### src/mask_status_pkg.sv
// register map, field positions and reset values of the mask/status bank
// assumes a byte-wide command/data register port from the serial engine
package mask_status_pkg;
  // command codes
  localparam logic [7:0] ALERT_SUPPRESS_CMD = 8'hf9;
  localparam logic [7:0] FAULT_SUPPRESS_CMD = 8'hfa;
  localparam logic [7:0] GENERAL_CONDITION_CMD = 8'hfb;
  localparam logic [7:0] PHASE_ENABLE_REPORT_CMD = 8'hfc;
  // reset values
  localparam logic [7:0] ALERT_SUPPRESS_RST = 8'h00;
  localparam logic [7:0] FAULT_SUPPRESS_RST = 8'h00;
  // writable bits of each mask
  localparam logic [7:0] ALERT_SUPPRESS_WMASK = 8'h0d;
  localparam logic [7:0] FAULT_SUPPRESS_WMASK = 8'hcd;
  // mask bit positions
  localparam int OUTPUT_VOLTAGE_SUPPRESS_BIT = 7;
  localparam int OUTPUT_CURRENT_SUPPRESS_BIT = 6;
  localparam int COMM_LOGIC_SUPPRESS_BIT = 3;
  localparam int MONITORED_VOLTAGE_SUPPRESS_BIT = 2;
  localparam int OUTPUT_POWER_SUPPRESS_BIT = 0;
  // general condition bits
  localparam int GC_FAULT_BIT = 7;
  localparam int GC_ALERT_BIT = 6;
  localparam int GC_POWER_GOOD_BIT = 5;
  localparam int GC_READY_BIT = 4;
  // phase report bits
  localparam int PR_PHASE4_BIT = 5;
  localparam int PR_PHASE3_BIT = 4;
  localparam int PR_PHASE2_BIT = 3;
  localparam int PR_POWER_SAVE_BIT = 2;
endpackage : mask_status_pkg

### src/pin_sync.sv
// two-flop synchroniser for a bus of asynchronous levels
// assumes one clock domain at the destination
`timescale 1ns/1ns
`default_nettype none
module pin_sync #(
  parameter int WIDTH = 1
) (
  input wire logic core_clk_i,
  input wire logic rstn_i,
  input wire logic [WIDTH-1:0] async_i,
  output logic [WIDTH-1:0] sync_o
);
  logic [WIDTH-1:0] meta_q;
  // first stage feeds only the second stage
  always_ff @(posedge core_clk_i) begin
    if (!rstn_i) begin
      meta_q <= '0;
      sync_o <= '0;
    end else begin
      meta_q <= async_i;
      sync_o <= meta_q;
    end
  end
endmodule : pin_sync
`default_nettype wire

### src/alert_fault_mask_status_regs.sv
// mask and status register bank of a multi-phase buck controller
// assumes the serial engine delivers byte writes/reads by command code
`timescale 1ns/1ns
`default_nettype none
module alert_fault_mask_status_regs
  import mask_status_pkg::*;
(
  // clock and reset
  input wire logic core_clk_i,
  input wire logic rstn_i,
  // register port from serial engine
  input wire logic wr_en_i,
  input wire logic rd_en_i,
  input wire logic [7:0] cmd_i,
  input wire logic [7:0] wdata_i,
  output logic [7:0] rdata_o,
  output logic rvalid_o,
  // status sources, same clock
  input wire logic output_voltage_flag_i,
  input wire logic output_current_flag_i,
  input wire logic comm_logic_flag_i,
  input wire logic monitored_voltage_flag_i,
  input wire logic output_power_flag_i,
  input wire logic power_good_i,
  input wire logic ready_i,
  input wire logic [2:0] phase_enable_i,
  // pin, asynchronous, active low
  input wire logic power_save_input_n_i,
  // signalling outputs
  output logic fault_o,
  output logic alert_o,
  output logic [7:0] alert_suppress_o,
  output logic [7:0] fault_suppress_o
);
  logic [7:0] alert_suppress_q;
  logic [7:0] fault_suppress_q;
  logic power_save_raw;
  logic power_save_sync;
  logic [7:0] general_condition;
  logic [7:0] phase_enable_report;
  logic [7:0] rdata_d;
  logic alert_d;
  logic fault_d;
  logic cmd_known;

  // inverted ahead of the flops: their reset value then means not
  // asserted, so no false power-save report shows around reset
  assign power_save_raw = ~power_save_input_n_i;

  // pin passes two flops before use
  pin_sync #(.WIDTH(1)) u_power_save_sync (
    .core_clk_i(core_clk_i),
    .rstn_i(rstn_i),
    .async_i(power_save_raw),
    .sync_o(power_save_sync)
  );

  // alert gating by each suppress bit
  assign alert_d =
    (comm_logic_flag_i & ~alert_suppress_q[COMM_LOGIC_SUPPRESS_BIT])
    | (monitored_voltage_flag_i
       & ~alert_suppress_q[MONITORED_VOLTAGE_SUPPRESS_BIT]
       & ~fault_suppress_q[MONITORED_VOLTAGE_SUPPRESS_BIT])
    | (output_power_flag_i
       & ~alert_suppress_q[OUTPUT_POWER_SUPPRESS_BIT]);

  // fault gating; monitored voltage is alert-only
  assign fault_d =
    (output_voltage_flag_i
     & ~fault_suppress_q[OUTPUT_VOLTAGE_SUPPRESS_BIT])
    | (output_current_flag_i
       & ~fault_suppress_q[OUTPUT_CURRENT_SUPPRESS_BIT])
    | (comm_logic_flag_i
       & ~fault_suppress_q[COMM_LOGIC_SUPPRESS_BIT])
    | (output_power_flag_i
       & ~fault_suppress_q[OUTPUT_POWER_SUPPRESS_BIT]);

  // status images; general condition low nibble and phase report bits 7:6 and 1:0 read zero
  assign general_condition = {fault_o, alert_o, power_good_i, ready_i,
                              4'h0};
  assign phase_enable_report = {2'h0, phase_enable_i,
                                power_save_sync, 2'h0};

  // read decode; unknown codes read zero
  assign cmd_known = (cmd_i == ALERT_SUPPRESS_CMD)
                     | (cmd_i == FAULT_SUPPRESS_CMD)
                     | (cmd_i == GENERAL_CONDITION_CMD)
                     | (cmd_i == PHASE_ENABLE_REPORT_CMD);
  assign rdata_d =
    (cmd_i == ALERT_SUPPRESS_CMD) ? alert_suppress_q :
    (cmd_i == FAULT_SUPPRESS_CMD) ? fault_suppress_q :
    (cmd_i == GENERAL_CONDITION_CMD) ? general_condition :
    (cmd_i == PHASE_ENABLE_REPORT_CMD) ? phase_enable_report :
    8'h00;

  // mask registers; status codes have no write path
  always_ff @(posedge core_clk_i) begin
    if (!rstn_i) begin
      alert_suppress_q <= ALERT_SUPPRESS_RST;
      fault_suppress_q <= FAULT_SUPPRESS_RST;
    end else if (wr_en_i) begin
      if (cmd_i == ALERT_SUPPRESS_CMD)
        alert_suppress_q <= wdata_i & ALERT_SUPPRESS_WMASK;
      if (cmd_i == FAULT_SUPPRESS_CMD)
        fault_suppress_q <= wdata_i & FAULT_SUPPRESS_WMASK;
    end
  end

  // registered outputs; signalling lags its cause by one cycle
  always_ff @(posedge core_clk_i) begin
    if (!rstn_i) begin
      alert_o <= 1'b0;
      fault_o <= 1'b0;
      rdata_o <= 8'h00;
      rvalid_o <= 1'b0;
      alert_suppress_o <= ALERT_SUPPRESS_RST;
      fault_suppress_o <= FAULT_SUPPRESS_RST;
    end else begin
      alert_o <= alert_d;
      fault_o <= fault_d;
      rvalid_o <= rd_en_i;
      rdata_o <= rd_en_i ? rdata_d : 8'h00;
      alert_suppress_o <= alert_suppress_q;
      fault_suppress_o <= fault_suppress_q;
    end
  end

  // checks; a masked source is tested alone, since any other unmasked
  // source may legally keep the shared output high
  comm_alert_mask_a: assert property (@(posedge core_clk_i)
    disable iff (!rstn_i)
    comm_logic_flag_i && alert_suppress_q[COMM_LOGIC_SUPPRESS_BIT]
    && !monitored_voltage_flag_i && !output_power_flag_i |=> !alert_o)
    else $error("alert seen despite comm mask");
  monitor_alert_mask_a: assert property (@(posedge core_clk_i)
    disable iff (!rstn_i)
    monitored_voltage_flag_i && !comm_logic_flag_i && !output_power_flag_i
    && (alert_suppress_q[2] || fault_suppress_q[2]) |=> !alert_o)
    else $error("monitored voltage alert not masked");
  power_alert_a: assert property (@(posedge core_clk_i)
    disable iff (!rstn_i)
    output_power_flag_i && !alert_suppress_q[0] |=> alert_o)
    else $error("unmasked power alert missing");
  power_alert_hide_a: assert property (@(posedge core_clk_i)
    disable iff (!rstn_i)
    output_power_flag_i && alert_suppress_q[OUTPUT_POWER_SUPPRESS_BIT]
    && !comm_logic_flag_i && !monitored_voltage_flag_i |=> !alert_o)
    else $error("power alert seen despite mask");
  fault_reset_val_a: assert property (@(posedge core_clk_i)
    $rose(rstn_i) |-> fault_suppress_q == 8'h00)
    else $error("fault mask reset value wrong");
  voltage_fault_a: assert property (@(posedge core_clk_i)
    disable iff (!rstn_i)
    output_voltage_flag_i && !fault_suppress_q[7] |=> fault_o)
    else $error("voltage fault missing");
  voltage_fault_hide_a: assert property (@(posedge core_clk_i)
    disable iff (!rstn_i)
    output_voltage_flag_i
    && fault_suppress_q[OUTPUT_VOLTAGE_SUPPRESS_BIT]
    && !output_current_flag_i && !comm_logic_flag_i
    && !output_power_flag_i |=> !fault_o)
    else $error("voltage fault seen despite mask");
  current_fault_a: assert property (@(posedge core_clk_i)
    disable iff (!rstn_i)
    output_current_flag_i && !fault_suppress_q[6] |=> fault_o)
    else $error("current fault missing");
  current_fault_hide_a: assert property (@(posedge core_clk_i)
    disable iff (!rstn_i)
    output_current_flag_i
    && fault_suppress_q[OUTPUT_CURRENT_SUPPRESS_BIT]
    && !output_voltage_flag_i && !comm_logic_flag_i
    && !output_power_flag_i |=> !fault_o)
    else $error("current fault seen despite mask");
  comm_fault_a: assert property (@(posedge core_clk_i)
    disable iff (!rstn_i)
    comm_logic_flag_i && !fault_suppress_q[3] |=> fault_o)
    else $error("comm logic fault missing");
  comm_fault_hide_a: assert property (@(posedge core_clk_i)
    disable iff (!rstn_i)
    comm_logic_flag_i
    && fault_suppress_q[COMM_LOGIC_SUPPRESS_BIT]
    && !output_voltage_flag_i && !output_current_flag_i
    && !output_power_flag_i |=> !fault_o)
    else $error("comm logic fault seen despite mask");
  power_fault_a: assert property (@(posedge core_clk_i)
    disable iff (!rstn_i)
    output_power_flag_i && !fault_suppress_q[OUTPUT_POWER_SUPPRESS_BIT]
    |=> fault_o)
    else $error("unmasked power fault missing");
  power_fault_hide_a: assert property (@(posedge core_clk_i)
    disable iff (!rstn_i)
    output_power_flag_i
    && fault_suppress_q[OUTPUT_POWER_SUPPRESS_BIT]
    && !output_voltage_flag_i && !output_current_flag_i
    && !comm_logic_flag_i |=> !fault_o)
    else $error("power fault seen despite mask");
  status_read_a: assert property (@(posedge core_clk_i)
    disable iff (!rstn_i)
    rd_en_i && cmd_i == GENERAL_CONDITION_CMD
    |=> rvalid_o && rdata_o[3:0] == 4'h0 && rdata_o[7] == $past(fault_o))
    else $error("general condition read wrong");
  phase_read_a: assert property (@(posedge core_clk_i)
    disable iff (!rstn_i)
    rd_en_i && cmd_i == PHASE_ENABLE_REPORT_CMD
    |=> rdata_o[5:3] == $past(phase_enable_i) && rdata_o[7:6] == 2'h0)
    else $error("phase report read wrong");
  power_save_read_a: assert property (@(posedge core_clk_i)
    disable iff (!rstn_i)
    rd_en_i && cmd_i == PHASE_ENABLE_REPORT_CMD
    |=> rdata_o[2] == $past(power_save_sync) && rdata_o[1:0] == 2'h0)
    else $error("power save report read wrong");
  unknown_read_a: assert property (@(posedge core_clk_i)
    disable iff (!rstn_i)
    rd_en_i && !cmd_known |=> rvalid_o && rdata_o == 8'h00)
    else $error("unknown code read not zero");
  status_write_a: assert property (@(posedge core_clk_i)
    disable iff (!rstn_i)
    wr_en_i && (cmd_i == GENERAL_CONDITION_CMD
    || cmd_i == PHASE_ENABLE_REPORT_CMD)
    |=> $stable(alert_suppress_q) && $stable(fault_suppress_q))
    else $error("mask changed by status write");
  ro_write_a: assert property (@(posedge core_clk_i)
    disable iff (!rstn_i)
    wr_en_i && cmd_i != FAULT_SUPPRESS_CMD |=> $stable(fault_suppress_q))
    else $error("fault mask changed by foreign write");
endmodule : alert_fault_mask_status_regs
`default_nettype wire

### config.mk
export PLATFORM = sky130hd
export DESIGN_NAME = alert_fault_mask_status_regs
export DESIGN_NICKNAME = d
export VERILOG_FILES = /design/src/mask_status_pkg.sv /design/src/pin_sync.sv /design/src/alert_fault_mask_status_regs.sv
export SDC_FILE = /design/constraint.sdc
export NUM_CORES = 1
export LEC_CHECK = 0
export BUFFER_PORTS_ARGS = -buffer_cell sky130_fd_sc_hd__buf_2
export CAP_MARGIN = 20
export CORE_MARGIN = 2
export CORE_UTILIZATION = 44
export CTS_CLUSTER_DIAMETER = 200
export DETAILED_ROUTE_END_ITERATION = 8
export PLACE_DENSITY_LB_ADDON = 0.3
export REMOVE_ABC_BUFFERS = 1
export SLEW_MARGIN = 0
export SYNTH_ARGS = -nofsm -noshare
export SYNTH_HDL_FRONTEND = slang
export SYNTH_SLANG_ARGS = --single-unit
### constraint.sdc
create_clock -name core_clk_i -period 1.16 [get_ports core_clk_i]
set_input_delay 0.174 -clock core_clk_i [delete_from_list [all_inputs] [get_ports core_clk_i]]
set_output_delay 0.174 -clock core_clk_i [all_outputs]
set_load 0.01 [all_outputs]
==> results.sh <==
export IMPL_critPathCaptureType="flop"
export IMPL_grt_overflow=0
export IMPL_grt_pass1_vias=910
export IMPL_cts_tree="done"
export IMPL_clkTransAtPathRegs_ps=150
export IMPL_worstSetupStartpointType="flop"
export IMPL_crit_type="flop to flop"
export IMPL_ys_ff_latch=28
export IMPL_gp_congestion=0.750
export IMPL_total_power_mw=1.77
export IMPL_final_common_cell="buf_2"
export IMPL_pre_cts_ws_ps=-3.31
export IMPL_vias=957
export IMPL_rows=18
export IMPL_min_period_ps=1040
export IMPL_dpl_hpwl_um=1850
export IMPL_drive_gt1_share_pct=35.3
export IMPL_cts_buffer_depth=2
export IMPL_drv_slew=0
export IMPL_dr_pass1_iters=4
export IMPL_hp_class="input port to flop"
export IMPL_required_ps=1390
export IMPL_fmax_ghz=0.958
export IMPL_port_buffers=45
export IMPL_design_area_mm2=0.00144
export IMPL_finalHoldViolCount=0
export IMPL_rsz0062_at_grt="no"
export IMPL_timing_final_crit_share_pct=90.0
export IMPL_grt_max_degree=18
export IMPL_drtIter0Drc=30
export IMPL_grt_first_pass_wirelength_um=3780
export IMPL_fin_util_pct=58.0
export IMPL_finalWirelength_um=2360
export IMPL_die_x_um=55.3
export IMPL_postRouteAntennaNets=0
export IMPL_io_pins=58
export IMPL_ys_seq_area_share_pct=48.4
export IMPL_cts_root_buf="clkbuf_4"
export IMPL_status="finished clean"
export IMPL_cp_slowest_stage_delay_ps=340
export IMPL_die_area_mm2=0.00306
export IMPL_finalSetupViolCount=0
export IMPL_cts_max_level=1
export IMPL_peakVddDrop_v=0.000724
export IMPL_power_leakage_nw=0.795
export IMPL_clock_sinks=28
export IMPL_setup_slack_ps=116
export IMPL_start_util_pct=46.8
export IMPL_critPathBufInv=0
export IMPL_cp_slowest_cell="dfxtp_1"
export IMPL_ff2ff_path_depth=3
export IMPL_ys_warn_count=0
export IMPL_whs_path_depth=3
export IMPL_grt_usage_pct=15.4
export IMPL_numCtsBuffers=3
export IMPL_placed_area_mm2=0.00138
export IMPL_crit_fanout=1
export IMPL_mostFrequentLayoutCells="buf_2, dfxtp_1, nand2_1, inv_1, mux2i_1"
export IMPL_worstPathArrival_ps=1270
export IMPL_diodes=0
export IMPL_drc=0
export IMPL_power_density_mw_per_mm2=1230
export IMPL_antenna_found_initial=0
export IMPL_crit_cells=3
export IMPL_avgSynthCellArea_um2=9.74
export IMPL_syn2layout_area_growth_pct=24.1
export IMPL_viasPerCell=4.86
export IMPL_crit_chain="nand3b_1 > a21o_1 > a2111oi_2"
export IMPL_finClkSkew_ps=8.78
export IMPL_die_height_um=55.3
export IMPL_post_cts_buffers=0
export IMPL_layout_nets=199
export IMPL_clock_latency_ps=320
export IMPL_cap_violations=0
export IMPL_core_area_mm2=0.00248
export IMPL_critPathTopFamily="compound AO/OA/AOI/OAI gates"
export IMPL_wl_per_cell_um=12.0
export IMPL_ys_types=27
export IMPL_hold_ws_ps=66.6
export IMPL_netlist_area_mm2=0.00116
export IMPL_synth_cells=119
through the flow:
| step | TNS, ps | cells |
|---|---|---|
| 6_report | 0 | 197 |
| 5_1_grt | 0 | 197 |
| 4_1_cts | 0 | 197 |
| 3_5_place_dp | -3.31 | 192 |
| 3_3_place_gp | 0 | 192 |
| 2_1_floorplan | 0 | 113 |
path summary, 6_finish.rpt:
check,from,slack (ps),to
hold / removal,wdata_i[6],70,fault_suppress_q[6]
hold reg to reg,u_power_save_sync.meta_q,460,u_power_save_sync.sync_o
setup reg to reg,u_power_save_sync.sync_o,120,rdata_o[2]
setup / recovery,u_power_save_sync.sync_o,120,rdata_o[2]
cell usage after synthesis, drive strengths merged:
cell / number / area share (%)
dfxtp: 28 / 48
nand2: 17 / 5.5
buf: 13 / 8.9
inv: 13 / 4.2
mux2i: 10 / 8.6
nor2b: 5 / 3.1
nor4: 5 / 2.7
nor3b: 3 / 1.9
o22ai: 3 / 1.6
a2111oi: 2 / 2.6
a21o: 2 / 1.3
a32oi: 2 / 1.5
nand2b: 2 / 1.1
nand3b: 2 / 1.3
nand4: 2 / 1.6
nor3: 2 / 0.86
o21a: 2 / 1.3
a22oi: 1 / 0.65
and2: 1 / 0.54
and4: 1 / 0.76
clkbuf: 1 / 0.32
conb: 1 / 0.32
o21ba: 1 / 0.86
power breakdown:
| part | internal [mW] | switching (mW) |
|---|---|---|
| Sequential | 0.972 | 0.00360 |
| Clock | 0.349 | 0.274 |
| Combinational | 0.0792 | 0.0921 |
worst min-delay path, cell delays in order:
cell and delay [ps]:
buf_2 90, nand2_1 40, mux2i_1 50
sequential cells by signal, summed over array words and instances, names as in the netlist:
| signal | flops |
|---|---|
| u_power_save_sync.sync_o | 1 |
| fault_suppress_o | 5 |
| u_power_save_sync.meta_q | 1 |
| alert_suppress_q | 3 |
| alert_suppress_o | 3 |
| fault_o | 1 |
| alert_o | 1 |
| rvalid_o | 1 |
| rdata_o | 7 |
| fault_suppress_q | 5 |
logic make-up after synthesis:
| family | count (synthesis) | share of synthesized area [%] |
|---|---|---|
| buf+inv | 27 | 13.4 |
| flops | 28 | 48.4 |
| compound gates | 13 | 9.83 |
| mux | 10 | 8.64 |
| simple gates | 40 | 19.4 |
| other cells | 1 | 0.324 |
layout make-up:
cell class / instances / area (um^2)
Multi-Input combinational cell: 72 / 473
Clock inverter: 1 / 30.0
Timing Repair Buffer: 50 / 265
Sequential cell: 28 / 561
Inverter: 13 / 48.8
Clock buffer: 3 / 22.5
Fill cell: 232 / 1040
Tap cell: 30 / 37.5
what timing repair did:
action / in CTS / in global routing
gates resized for setup: 0 / 0
hold buffers: 1 / 0
hold endpoints to repair: 1 / 0
per-layer routing:
layer | track usage, % | up-vias | share of wire (%)
met5 | 0 | - | 0
met4 | 9.06 | 0 | 1.9
met3 | 3.75 | 6 | 8.1
met2 | 23.3 | 48 | 46
met1 | 19.7 | 423 | 44
li1 | - | 480 | -
No activity file was read; power rests on OpenSTA's default activity.
